==> config.mk <==
export PLATFORM = sky130hd
export DESIGN_NAME = gfc_force_compare
export DESIGN_NICKNAME = d
export VERILOG_FILES = /design/src/gfc_pkg.sv /design/src/gfc_prescaler.sv /design/src/gfc_counter.sv /design/src/gfc_force_compare.sv
export SDC_FILE = /design/constraint.sdc
export NUM_CORES = 1
export LEC_CHECK = 0
export ABC_AREA = 1
export BUFFER_PORTS_ARGS = -buffer_cell sky130_fd_sc_hd__buf_2
export CORE_MARGIN = 4
export CORE_UTILIZATION = 43
export DETAILED_ROUTE_END_ITERATION = 8
export GPL_TIMING_DRIVEN = 0
export PLACE_DENSITY = 0.77
export SLEW_MARGIN = 15
export SYNTH_ARGS = -nofsm -noshare
export SYNTH_HDL_FRONTEND = slang
export SYNTH_SLANG_ARGS = --single-unit
==> constraint.sdc <==
create_clock -name core_clk -period 1.55 [get_ports core_clk]
set_clock_uncertainty 0.05 [all_clocks]
set_input_delay 0.0775 -clock core_clk [delete_from_list [all_inputs] [get_ports core_clk]]
set_output_delay 0.0775 -clock core_clk [all_outputs]
set_load 0.05 [all_outputs]
==> src/gfc_pkg.sv <==
package gfc_pkg;
	localparam int CH_N = 4;
	localparam int CNT_W = 16;
	localparam int PRE_W = 3;
	localparam int ADDR_W = 8;
	localparam int IDX_W = 6;
	localparam int IDX_LSB = 2;
	localparam logic [5:0] IDX_MODE = 6'h00;
	localparam logic [5:0] IDX_FORCE = 6'h01;
	localparam logic [5:0] IDX_MASK = 6'h02;
	localparam logic [5:0] IDX_DATA = 6'h03;
	localparam logic [5:0] IDX_COUNT = 6'h04;
	localparam logic [5:0] IDX_TOV = 6'h07;
	localparam logic [5:0] IDX_PORT = 6'h1C;
	localparam logic [5:0] IDX_DDR = 6'h1D;
	localparam logic [5:0] IDX_TEST = 6'h1E;
	localparam logic [5:0] IDX_CTRL = 6'h20;
	localparam logic [5:0] IDX_IRQ_STAT = 6'h21;
	localparam logic [5:0] IDX_IRQ_CLR = 6'h22;
	localparam logic [5:0] IDX_IRQ_EN = 6'h23;
	localparam int TEST_MODE_BIT = 0;
	localparam int CTRL_EN_BIT = 0;
	localparam int CTRL_PRE_LSB = 1;
	localparam int IRQ_N = 3;
	localparam int IRQ_CH3 = 0;
	localparam int IRQ_OVF = 1;
	localparam int IRQ_FORCE = 2;
	localparam logic [3:0] CH_RESET = 4'h0;
	localparam logic [15:0] CNT_RESET = 16'h0000;
	localparam logic [1:0] RESP_OKAY = 2'h0;
	typedef enum logic [1:0] {
		GFC_ACT_NONE = 2'h0,
		GFC_ACT_TOGGLE = 2'h1,
		GFC_ACT_CLEAR = 2'h2,
		GFC_ACT_SET = 2'h3
	} gfc_action_e;
endpackage : gfc_pkg

==> src/gfc_prescaler.sv <==
`timescale 1ns/1ns
module gfc_prescaler #(
	parameter int PRE_W = 3
) (
	input wire logic core_clk,
	input wire logic rst_b,
	input wire logic enable,
	input wire logic restart,
	input wire logic [PRE_W-1:0] sel,
	output logic tick
);
	localparam int DIV_W = (1 << PRE_W) - 1;
	logic [DIV_W-1:0] div;
	logic [DIV_W-1:0] mask;
	wire atEnd;
	if (PRE_W < 1 || PRE_W > 4) begin : g_bad_width
		$error("prescaler select width out of range");
	end
	assign mask = DIV_W'((1 << sel) - 1);
	assign atEnd = ((div & mask) == mask);
	// restart realigns the divider so a forced load is not split
	always_ff @(posedge core_clk or negedge rst_b) begin
		if (!rst_b) begin
			div <= '0;
			tick <= 1'b0;
		end else if (restart || !enable) begin
			div <= '0;
			tick <= 1'b0;
		end else begin
			div <= atEnd ? '0 : div + 1'b1;
			tick <= atEnd;
		end
	end
endmodule : gfc_prescaler

==> src/gfc_counter.sv <==
`timescale 1ns/1ns
module gfc_counter #(
	parameter int CNT_W = 16
) (
	input wire logic core_clk,
	input wire logic rst_b,
	input wire logic tick,
	input wire logic load,
	input wire logic [CNT_W-1:0] loadValue,
	output logic [CNT_W-1:0] count,
	output logic overflow
);
	if (CNT_W < 2) begin : g_bad_width
		$error("counter width too small");
	end
	always_ff @(posedge core_clk or negedge rst_b) begin
		if (!rst_b) begin
			count <= '0;
			overflow <= 1'b0;
		end else if (load) begin
			count <= loadValue;
			overflow <= 1'b0;
		end else begin
			count <= tick ? count + 1'b1 : count;
			overflow <= tick & (&count);
		end
	end
endmodule : gfc_counter

==> src/gfc_force_compare.sv <==
`timescale 1ns/1ns
// What this block does
// - writing one to a low force bit fires that channel's compare action
// - forced compare drives the pin and the force interrupt status bit, never the compare flag
// - channel 3 compare overrides simultaneous pin actions on every channel whose mask bit is set
// - set mask bit makes the port pin output while channel compares
// - mask bits never alter stored direction bits
// - channel 3 compare copies masked data bits into port data
// - force, mask, data registers read/write anytime; upper 28 bits reserved
// - counter register reads the live 16-bit count anytime
// - counter writes only take effect in test mode
// - test-mode counter write restarts the prescaler; first count takes a full prescaler period
// - mode bit one selects output compare, zero input capture
// - overflow toggle beats forced compare, yields to channel 3 override
module gfc_force_compare (
	input wire logic core_clk,
	input wire logic rst_b,
	input wire logic [gfc_pkg::ADDR_W-1:0] s_axi_awaddr,
	input wire logic s_axi_awvalid,
	output logic s_axi_awready,
	input wire logic [31:0] s_axi_wdata,
	input wire logic [3:0] s_axi_wstrb,
	input wire logic s_axi_wvalid,
	output logic s_axi_wready,
	output logic [1:0] s_axi_bresp,
	output logic s_axi_bvalid,
	input wire logic s_axi_bready,
	input wire logic [gfc_pkg::ADDR_W-1:0] s_axi_araddr,
	input wire logic s_axi_arvalid,
	output logic s_axi_arready,
	output logic [31:0] s_axi_rdata,
	output logic [1:0] s_axi_rresp,
	output logic s_axi_rvalid,
	input wire logic s_axi_rready,
	input wire logic [gfc_pkg::CH_N-1:0] compareMatch,
	input wire logic [2*gfc_pkg::CH_N-1:0] compareAction,
	input wire logic [gfc_pkg::CH_N-1:0] timerPortPinIn,
	output logic [gfc_pkg::CH_N-1:0] timerPortPinOut,
	output logic [gfc_pkg::CH_N-1:0] timerPortPinOe,
	output logic [gfc_pkg::CH_N-1:0] compareFlagSet,
	output logic [gfc_pkg::CNT_W-1:0] countValueField,
	output logic irq
);
	localparam int N = gfc_pkg::CH_N;
	localparam int CW = gfc_pkg::CNT_W;
	localparam int PW = gfc_pkg::PRE_W;

	logic [N-1:0] channelModeSelect;
	logic [N-1:0] forceCompareBits;
	logic [N-1:0] channel3OverrideMaskBits;
	logic [N-1:0] channel3OverrideDataBits;
	logic [N-1:0] toggleOnOverflowEnable;
	logic [N-1:0] timerPortDirectionBits;
	logic testMode;
	logic timerEnable;
	logic [PW-1:0] prescaleSel;
	logic [gfc_pkg::IRQ_N-1:0] irqStatus;
	logic [gfc_pkg::IRQ_N-1:0] irqEnable;
	logic [gfc_pkg::ADDR_W-1:0] awAddr;
	logic [31:0] wData;
	logic [3:0] wStrb;
	logic [CW-1:0] count;
	logic overflow;
	logic tick;

	// write channel: both beats are held, then committed together
	wire awTake = s_axi_awvalid & s_axi_awready;
	wire wTake = s_axi_wvalid & s_axi_wready;
	wire wrFire = !s_axi_awready & !s_axi_wready & !s_axi_bvalid;
	wire [gfc_pkg::IDX_W-1:0] wrIdx = awAddr[gfc_pkg::IDX_LSB +: gfc_pkg::IDX_W];
	wire wrLo = wrFire & wStrb[0];
	wire wrMode = wrLo & (wrIdx == gfc_pkg::IDX_MODE);
	wire wrForce = wrLo & (wrIdx == gfc_pkg::IDX_FORCE);
	wire wrMask = wrLo & (wrIdx == gfc_pkg::IDX_MASK);
	wire wrData = wrLo & (wrIdx == gfc_pkg::IDX_DATA);
	wire wrTov = wrLo & (wrIdx == gfc_pkg::IDX_TOV);
	wire wrPort = wrLo & (wrIdx == gfc_pkg::IDX_PORT);
	wire wrDdr = wrLo & (wrIdx == gfc_pkg::IDX_DDR);
	wire wrTest = wrLo & (wrIdx == gfc_pkg::IDX_TEST);
	wire wrCtrl = wrLo & (wrIdx == gfc_pkg::IDX_CTRL);
	wire wrIrqClr = wrLo & (wrIdx == gfc_pkg::IDX_IRQ_CLR);
	wire wrIrqEn = wrLo & (wrIdx == gfc_pkg::IDX_IRQ_EN);
	// a partial-lane counter write is dropped rather than half-loaded
	wire wrCount = wrFire & (wrIdx == gfc_pkg::IDX_COUNT) & (&wStrb[1:0]);
	wire countLoad = wrCount & testMode;
	wire [N-1:0] wrLow = wData[N-1:0];

	// read channel
	wire arTake = s_axi_arvalid & s_axi_arready;
	wire [gfc_pkg::IDX_W-1:0] rdIdx =
		s_axi_araddr[gfc_pkg::IDX_LSB +: gfc_pkg::IDX_W];
	wire [31:0] rdMode = {28'h0000000, channelModeSelect};
	wire [31:0] rdForce = {28'h0000000, forceCompareBits};
	wire [31:0] rdMask = {28'h0000000, channel3OverrideMaskBits};
	wire [31:0] rdData = {28'h0000000, channel3OverrideDataBits};
	wire [31:0] rdCount = {16'h0000, count};
	wire [31:0] rdTov = {28'h0000000, toggleOnOverflowEnable};
	wire [31:0] rdPort = {28'h0000000, timerPortPinOut};
	wire [31:0] rdDdr = {28'h0000000, timerPortDirectionBits};
	wire [31:0] rdTest = {31'h0, testMode};
	wire [31:0] rdCtrl = {28'h0000000, prescaleSel, timerEnable};
	wire [31:0] rdStat = {29'h0, irqStatus};
	wire [31:0] rdIrqEn = {29'h0, irqEnable};
	wire [31:0] readMux =
		(rdIdx == gfc_pkg::IDX_MODE) ? rdMode :
		(rdIdx == gfc_pkg::IDX_FORCE) ? rdForce :
		(rdIdx == gfc_pkg::IDX_MASK) ? rdMask :
		(rdIdx == gfc_pkg::IDX_DATA) ? rdData :
		(rdIdx == gfc_pkg::IDX_COUNT) ? rdCount :
		(rdIdx == gfc_pkg::IDX_TOV) ? rdTov :
		(rdIdx == gfc_pkg::IDX_PORT) ? rdPort :
		(rdIdx == gfc_pkg::IDX_DDR) ? rdDdr :
		(rdIdx == gfc_pkg::IDX_TEST) ? rdTest :
		(rdIdx == gfc_pkg::IDX_CTRL) ? rdCtrl :
		(rdIdx == gfc_pkg::IDX_IRQ_STAT) ? rdStat :
		(rdIdx == gfc_pkg::IDX_IRQ_EN) ? rdIrqEn : 32'h00000000;

	// compare and pin logic
	wire [N-1:0] forceStrobe = wrForce ? wrLow : '0;
	wire ch3Fire = compareMatch[N-1] & channelModeSelect[N-1];
	logic [N-1:0] overrideHit;
	logic [N-1:0] tovHit;
	logic [N-1:0] cmpHit;
	logic [N-1:0] nextPort;
	wire [N-1:0] nextOe = timerPortDirectionBits |
		(channel3OverrideMaskBits & channelModeSelect);
	wire [N-1:0] nextFlag = compareMatch & channelModeSelect;

	function automatic logic applyAction(input logic [1:0] act,
		input logic cur);
		case (gfc_pkg::gfc_action_e'(act))
			gfc_pkg::GFC_ACT_TOGGLE: applyAction = ~cur;
			gfc_pkg::GFC_ACT_CLEAR: applyAction = 1'b0;
			gfc_pkg::GFC_ACT_SET: applyAction = 1'b1;
			default: applyAction = cur;
		endcase
	endfunction : applyAction

	genvar n;
	generate
		for (n = 0; n < N; n++) begin : g_ch
			assign overrideHit[n] = ch3Fire & channel3OverrideMaskBits[n];
			assign tovHit[n] = channelModeSelect[n] & toggleOnOverflowEnable[n] &
				overflow;
			assign cmpHit[n] = channelModeSelect[n] &
				(forceStrobe[n] | compareMatch[n]);
			// override first, then overflow toggle, then compare action
			assign nextPort[n] =
				overrideHit[n] ? channel3OverrideDataBits[n] :
				tovHit[n] ? ~timerPortPinOut[n] :
				cmpHit[n] ?
					applyAction(compareAction[2*n +: 2], timerPortPinOut[n]) :
				wrPort ? wrLow[n] : timerPortPinOut[n];
		end
	endgenerate

	// interrupt events: set wins over a clear in the same cycle
	wire [gfc_pkg::IRQ_N-1:0] irqEvent = {(|forceStrobe), overflow, ch3Fire};
	wire [gfc_pkg::IRQ_N-1:0] irqClr =
		wrIrqClr ? wData[gfc_pkg::IRQ_N-1:0] : '0;
	wire [gfc_pkg::IRQ_N-1:0] nextStatus = (irqStatus & ~irqClr) | irqEvent;
	wire [gfc_pkg::IRQ_N-1:0] nextIrqEn =
		wrIrqEn ? wData[gfc_pkg::IRQ_N-1:0] : irqEnable;

	gfc_prescaler #(
		.PRE_W(PW)
	) u_prescaler (
		.core_clk(core_clk),
		.rst_b(rst_b),
		.enable(timerEnable),
		.restart(countLoad),
		.sel(prescaleSel),
		.tick(tick)
	);

	gfc_counter #(
		.CNT_W(CW)
	) u_counter (
		.core_clk(core_clk),
		.rst_b(rst_b),
		.tick(tick),
		.load(countLoad),
		.loadValue(wData[CW-1:0]),
		.count(count),
		.overflow(overflow)
	);

	always_ff @(posedge core_clk or negedge rst_b) begin
		if (!rst_b) begin
			s_axi_awready <= 1'b1;
			s_axi_wready <= 1'b1;
			s_axi_bvalid <= 1'b0;
			awAddr <= '0;
			wData <= '0;
			wStrb <= '0;
		end else begin
			if (awTake) begin
				awAddr <= s_axi_awaddr;
			end
			if (wTake) begin
				wData <= s_axi_wdata;
				wStrb <= s_axi_wstrb;
			end
			s_axi_awready <= wrFire | (s_axi_awready & !awTake);
			s_axi_wready <= wrFire | (s_axi_wready & !wTake);
			s_axi_bvalid <= wrFire | (s_axi_bvalid & !s_axi_bready);
		end
	end

	always_ff @(posedge core_clk or negedge rst_b) begin
		if (!rst_b) begin
			s_axi_arready <= 1'b1;
			s_axi_rvalid <= 1'b0;
			s_axi_rdata <= '0;
		end else begin
			if (arTake) begin
				s_axi_rdata <= readMux;
			end
			s_axi_rvalid <= arTake | (s_axi_rvalid & !s_axi_rready);
			s_axi_arready <= (s_axi_rvalid & s_axi_rready) |
				(s_axi_arready & !arTake);
		end
	end

	assign s_axi_bresp = gfc_pkg::RESP_OKAY;
	assign s_axi_rresp = gfc_pkg::RESP_OKAY;

	always_ff @(posedge core_clk or negedge rst_b) begin
		if (!rst_b) begin
			channelModeSelect <= gfc_pkg::CH_RESET;
			forceCompareBits <= gfc_pkg::CH_RESET;
			channel3OverrideMaskBits <= gfc_pkg::CH_RESET;
			channel3OverrideDataBits <= gfc_pkg::CH_RESET;
			toggleOnOverflowEnable <= gfc_pkg::CH_RESET;
			timerPortDirectionBits <= gfc_pkg::CH_RESET;
		end else begin
			channelModeSelect <= wrMode ? wrLow : channelModeSelect;
			forceCompareBits <= wrForce ? wrLow : forceCompareBits;
			channel3OverrideMaskBits <=
				wrMask ? wrLow : channel3OverrideMaskBits;
			channel3OverrideDataBits <=
				wrData ? wrLow : channel3OverrideDataBits;
			toggleOnOverflowEnable <= wrTov ? wrLow : toggleOnOverflowEnable;
			timerPortDirectionBits <=
				wrDdr ? wrLow : timerPortDirectionBits;
		end
	end

	always_ff @(posedge core_clk or negedge rst_b) begin
		if (!rst_b) begin
			testMode <= 1'b0;
			timerEnable <= 1'b0;
			prescaleSel <= '0;
			irqStatus <= '0;
			irqEnable <= '0;
			irq <= 1'b0;
		end else begin
			testMode <= wrTest ? wData[gfc_pkg::TEST_MODE_BIT] : testMode;
			timerEnable <= wrCtrl ? wData[gfc_pkg::CTRL_EN_BIT] : timerEnable;
			prescaleSel <= wrCtrl ? wData[gfc_pkg::CTRL_PRE_LSB +: PW] :
				prescaleSel;
			irqStatus <= nextStatus;
			irqEnable <= nextIrqEn;
			irq <= |(nextStatus & nextIrqEn);
		end
	end

	// pins: hardware compare events win over a same-cycle port write
	always_ff @(posedge core_clk or negedge rst_b) begin
		if (!rst_b) begin
			timerPortPinOut <= gfc_pkg::CH_RESET;
			timerPortPinOe <= gfc_pkg::CH_RESET;
			compareFlagSet <= gfc_pkg::CH_RESET;
			countValueField <= gfc_pkg::CNT_RESET;
		end else begin
			timerPortPinOut <= nextPort;
			timerPortPinOe <= nextOe;
			compareFlagSet <= nextFlag;
			countValueField <= count;
		end
	end

	// pin input is not used here; capture lives elsewhere in the timer
	wire unusedPinIn = ^timerPortPinIn;
endmodule : gfc_force_compare

== After elaboration in Yosys (flattened, before gate mapping) ==
Cells that the tools add are included.
Widths: inputs -> output; s select.
Storage, ports and cells
  register bits: 152
  bits of input ports: 75
  output and inout port bits: 70
  logic and storage cells: 206
Operators by class
  add/sub/neg operators: 3
  eq/ne operators: 39
  shift operators: 1
  multiplexer cells: 41
  bitwise operators: 65
  reduce and logical (&&, ||, !) cells: 25
Operators by type and width (number)
  $mux 16: 7
  $and 1x1->1: 44
  $eq 6x5->1 const B: 6
  $eq 6x6->1 const B: 6
  $eq 6x2->1 const B: 4
  $eq 6x3->1 const B: 4
  $mux 4: 6
  $ne 6x3->1 const B: 4
  $mux 1: 18
  $add 16x1->16 const B: 1
  $eq 2x2->1 const B: 8
  $reduce_and 16->1: 1
  $reduce_bool 4->1: 4
  $mux 7: 2
  $eq 6x1->1 const B: 2
  $logic_not 6->1: 2
  $mux 3: 4
  $pmux 1 s3: 4
  $reduce_and 2->1: 5
  $logic_not 1->1: 9
  $or 1x1->1: 9
  $and 4x4->4: 2
  $eq 2x1->1 const B: 4
  $add 7x1->7 const B: 1
  other kinds (13): 17

== Longest topological paths before layout ==
  word-level depth: 13
  depth in mapped cells: 12
  mapped depth without buffers: 12

== Cells and area by module ==
From an unflattened synthesis, not the netlist that was laid out.
Unflattened totals
  cell total of the unflattened synthesis: 776
  area total of the unflattened synthesis: 6541.3 µm²
By module, submodules not included
  gfc_force_compare: instances 1, cells an instance 566, area each 4976.0 µm², sequential area each 2731.4 µm²
  gfc_counter: instances 1, cells an instance 144, area each 1084.8 µm², sequential area each 425.4 µm²
  gfc_prescaler: instances 1, cells an instance 66, area each 480.5 µm², sequential area each 200.2 µm²

== Least setup slack after synthesis ==
Ideal clock, no wire load.
  path kind: register to register
  start point: register s_axi_bvalid
  end point: register timerPortPinOut[1] in the netlist's numbering
  setup time: 123 ps
  data arrival time: 1605 ps
  slack: -227 ps
  stages on the path, launching flop included: 13
  path buffers: 0
  clock period less this slack: 1777 ps
  cell sequence: dfrtp_1 > inv_2 > nand3_2 > nor2_8 > nand2_4 > nor2_2 > nand2_1 > nand2_1 > nor2_1 > nand2_1 > nand2_1 > nand2_1 > o21ai_1
Between the ends
  cells in the longest elaborated chain, start to end: 10
  elaborated cells between the ends (all ways): 14
RTL lines
  from (decl): RTL line gfc_force_compare.sv:26  | output logic s_axi_bvalid,
  from (signal assigned): RTL line gfc_force_compare.sv:206  | s_axi_bvalid <= wrFire | (s_axi_bvalid & !s_axi_bready);
  $logic_not 1->1 *: RTL line gfc_force_compare.sv:69  | wire wrFire = !s_axi_awready & !s_axi_wready & !s_axi_bvalid;
  $and 1x1->1 *: RTL line gfc_force_compare.sv:69
  $and 1x1->1 *: RTL line gfc_force_compare.sv:71  | wire wrLo = wrFire & wStrb[0];
  $and 1x1->1: RTL line gfc_force_compare.sv:73  | wire wrForce = wrLo & (wrIdx == gfc_pkg::IDX_FORCE);
  $mux 4: RTL line gfc_force_compare.sv:119  | wire [N-1:0] forceStrobe = wrForce ? wrLow : '0;
  $or 1x1->1: RTL line gfc_force_compare.sv:146  | (forceStrobe[n] | compareMatch[n]);
  $and 1x1->1: RTL line gfc_force_compare.sv:145  | assign cmpHit[n] = channelModeSelect[n] &
  $mux 1: RTL line gfc_force_compare.sv:151  | cmpHit[n] ?
  $mux 1: RTL line gfc_force_compare.sv:150  | tovHit[n] ? ~timerPortPinOut[n] :
  $mux 1: RTL line gfc_force_compare.sv:149  | overrideHit[n] ? channel3OverrideDataBits[n] :
  to (signal assigned): RTL line gfc_force_compare.sv:271  | timerPortPinOut <= gfc_pkg::CH_RESET;
  to (signal assigned): RTL line gfc_force_compare.sv:276  | timerPortPinOut <= nextPort;
  to (decl): RTL line gfc_force_compare.sv:38  | output logic [gfc_pkg::CH_N-1:0] timerPortPinOut,
Mark *: on every way between the ends. The rest lies on a longest branch, timed or not.
A chain may end at the register's enable or synchronous reset.

== Worst setup path in the final report ==
  start point: register prescaleSel[0]
  end point: register u_prescaler.div[1]
Between the ends
  cells in the longest elaborated chain, start to end: 6
RTL lines
  from (decl): RTL line gfc_force_compare.sv:56  | logic [PW-1:0] prescaleSel;
  from (signal assigned): RTL line gfc_force_compare.sv:260  | prescaleSel <= wrCtrl ? wData[gfc_pkg::CTRL_PRE_LSB +: PW] :
  $shl 1x3->7 *: RTL line gfc_prescaler.sv:19  | assign mask = DIV_W'((1 << sel) - 1);
  $sub 7x2->7 *: RTL line gfc_prescaler.sv:19
  $and 7x7->7: RTL line gfc_prescaler.sv:20  | assign atEnd = ((div & mask) == mask);
  $eq 7x7->1 *: RTL line gfc_prescaler.sv:20
  $mux 7 *: RTL line gfc_prescaler.sv:30  | div <= atEnd ? '0 : div + 1'b1;
  $mux 7 *: RTL line gfc_prescaler.sv:26  | end else if (restart || !enable) begin
  to (signal assigned): RTL line gfc_prescaler.sv:30
  to (decl): RTL line gfc_prescaler.sv:13  | logic [DIV_W-1:0] div;
Marked as above.

==> out/qor.yml <==
route:
  drc: 0
  avgViaCountPerCell: 5.50
  drt-pass1-iter-count: 7
  drt-total-wl_mm: 21.1
  wl_per_cell_um: 17.6
  drtIter0Drc: 663
  antenna_left: 0
  dr_total_vias: 6599
clocking:
  ctsHtreeMaxLevel: 4
  path_clk_slew_ns: 0.06
  cts.path.max_buffers: 2
  cts_made_buffers: 17
  clk_latency_ns: 0.43
  clock_sinks: 134
  tritoncts: "done"
  cts-root-buf: "clkbuf_16"
timing:
  slew_headroom: 0.512
  finalMaxSlewViolations: 0
  fin_crit_sh: 1.18
  max_freq_mhz: 545
  setup_viol: 42
  finalHoldViolations: 0
  worst_pin_slew_ns: 0.732
  fin_crit_ns: 1.83
  setup_ws_ns: -0.284
  rsz0062_at_grt: "yes"
global_route:
  grt_overflow_total: 0
  grt_max_degree: 80
  antenna_found_initial: 0
  grt_pass1_wl_mm: 30.8
  grt_usage: 0.230
  grt_pass1_vias: 6276
cells_and_area:
  multi_input_area_um2: 3280
  nets: 1085
  finalNonFillerCells: 1200
  drive_above_1_share: 0.374
  n_antenna_cell: 0
  seq_area_um2: 3370
  syn2layout_area_growth_pct: 47.4
  n_fill_cell: 1039
  final_core_util: 0.653
power_and_ir_drop:
  vdd.ir_drop.worst_uv: 1100
  power_density_nw_per_um2: 1530
  p_total_mw: 14.7
  power_leakage_nw: 4.60
worst_setup_path:
  cp-start-kind: "register"
  cp_cell_sequence: "nor2_2 -> nand2_2 -> ha_4 -> inv_4 -> nor2_4 -> o211ai_1 -> o2111ai_2 -> buf_4 -> nand2_2 -> nor2_2"
  slowest_stage: "dfrtp_1"
  critPathCaptureType: "register"
  path_class: "register to register"
  cp_max_fo: 3
  crit_path_max_incr_delay_ns: 0.43
  crit_required_ns: 1.82
  crit_arrival_ns: 2.10
logic_synthesis:
  synth_area_um2: 6510
  synth-edff-count: 0
  synthTopCellsByCount: "nand2_1, dfrtp_1, inv_1, nor2_1, o21ai_0"
  yosysWarnings: 0
  synth_top_flop_cell: "dfrtp_1"
  async_flop_share: 1.00
  synth_most_common_cell: "nand2_1"
  syn_inst: 758
  avgSynthCellArea_um2: 8.59
  post-synth-top-area-cell: "dfrtp_1"
  ys_ff_latch: 134
  synth.distinct_cells: 41
  yosysTopAreaCellShare: 0.503
  synthTopCellsByArea: "dfrtp_1, nand2_1, inv_1"
  ys_seq_area_frac: 0.516
die:
  num_rows: 44
  dieArea_um2: 17200
  ios: 145
  core_area_um2: 14700
  die_height_um: 131
  start_util: 0.443
  die_w_um: 131
status:
  violations: "negative setup slack"
  status: "complete, but fails checks"
worst_hold_path:
  min_path_type: "input port to register"
placed_design:
  placedCellCount: 1060
  port-buffer-count: 98
  place_hpwl_mm: 12.3
  place.gp.congestion: 0.938
job:
  cap_violations: 0
==> kinds of logic after synthesis <==
family,after synthesis,synth area share
muxes,5,0.00865
xor gates and xnor gates,19,0.0256
AOI/OAI and AO/OA,134,0.118
buffers and inverters,119,0.0801
DFF,134,0.516
and+or+nand+nor,339,0.238
adders and majority gates,7,0.0135
other,1,0.000576
==> critical path: cells and delay by family (launching register included) <==
family	cells	cell delay, ns
buffers and inverters	2	0.25
DFF	1	0.43
and+or+nand+nor	5	0.38
AOI/OAI and AO/OA	2	0.42
adders and majority gates	1	0.18
==> final cells by class <==
class | count | share of cell area
plain buffers | 31 | 0.0205
clock buffers | 21 | 0.0501
clock inverters | 11 | 0.0153
inverters | 87 | 0.0369
multi-input cells | 524 | 0.342
flip-flops and latches | 134 | 0.351
well taps | 184 | 0.0240
repair buffers | 208 | 0.160
==> report_power, final <==
group	internal, mW	total, mW	switching (mW)	leakage (nW)
Combinational	2.09	5.47	3.38	2.55
Clock	2.70	4.26	1.56	0.305
Sequential	4.29	4.97	0.673	1.75
Total	9.08	14.7	5.61	4.60
==> per-stage QoR <==
| stage | setup slack (ns) | setup TNS, ns | cell area (um2) | hold slack [ns] |
|---|---|---|---|---|
| 2_1_floorplan | -0.148 | -1.52 | 6660 | -0.268 |
| 3_3_place_gp | -1.72 | -200.37 | 7380 | 0.190 |
| 3_5_place_dp | -0.350 | -6.74 | 7410 | 0.110 |
| 4_1_cts | -0.192 | -3.11 | 9060 | 0.108 |
| 5_1_grt | -0.356 | -9.09 | 9600 | 0.146 |
| 6_report | -0.284 | -6.15 | 9600 | 0.120 |
==> worst paths after layout <==
check                      slack [ns]  cells past startpoint                             from                              to
hold / removal                   0.12                      6                 compareAction[5]  timerPortPinOut[2]$_DFFE_PN0P_
max in group asynchronous        0.46                      3                            rst_b         s_axi_arready$_DFF_PN1_
min in group asynchronous        0.21                      2                            rst_b     compareFlagSet[3]$_DFF_PN0_
setup reg to reg                -0.28                     10       prescaleSel[0]$_DFFE_PN0P_    u_prescaler.div[1]$_DFF_PN0_
hold reg to reg                  0.32                      0  u_counter.count[14]$_DFFE_PN0P_   countValueField[14]$_DFF_PN0_
setup / recovery                -0.28                     10       prescaleSel[0]$_DFFE_PN0P_    u_prescaler.div[1]$_DFF_PN0_
==> sequential cells by signal, summed over array words and instances, names as in the netlist, 4 cells and up <==
| name | flops |
|---|---|
| awAddr | 6 |
| channel3OverrideDataBits | 4 |
| channel3OverrideMaskBits | 4 |
| channelModeSelect | 4 |
| compareFlagSet | 4 |
| countValueField | 16 |
| forceCompareBits | 4 |
| s_axi_rdata | 16 |
| timerPortDirectionBits | 4 |
| timerPortPinOe | 4 |
| timerPortPinOut | 4 |
| toggleOnOverflowEnable | 4 |
| u_counter.count | 16 |
| u_prescaler.div | 7 |
| wData | 16 |
==> cell usage in the layout (no fill, tap or decap), types with 5 or more instances in the layout <==
cell type      netlist  final
conb_1               1     20
nand4_1             18     18
nand3_4              0      8
nand3_1             25     10
o21ai_1              4     18
dlygate4sd3_1        0     35
nor2_4               5     19
clkbuf_16            0     17
clkbuf_1            12      9
o31ai_1              9      9
inv_2                7      6
mux2_2               5      5
ha_1                 7      5
a21oi_1             45     42
nor3_2               2      5
o21ai_2              0      6
nor3_1              15     11
nand2_2              9     26
nor2_1              79     58
o21ai_0             54     34
o221ai_2             0      8
nand2_4              2      5
inv_1               79     74
nor2_2               6     13
nand3_2              5     12
nand2_1            164    141
buf_4               20     71
buf_6                0     23
o21bai_1             5      5
buf_2                0     98
xor2_1              18     18
dfrtp_2              0     12
dfrtp_1            131    119
==> metal layers <==
layer  share of wire  track usage  vias to the layer above
met5               0            0                        -
met4           0.047       0.0962                        0
met3           0.073       0.0409                       95
met2            0.49        0.381                      395
met1            0.39        0.299                     3150
li1                -            -                     2959
==> timing repair <==
action                     CTS  global route
hold endpoints to repair   110             0
pin swaps                   38            56
gates resized for setup     78           107
hold buffers                35             0
cloned                       1             0
setup buffers               48            29
setup endpoints to repair   36            67
Note: power is estimated with default switching activity, not from simulation.
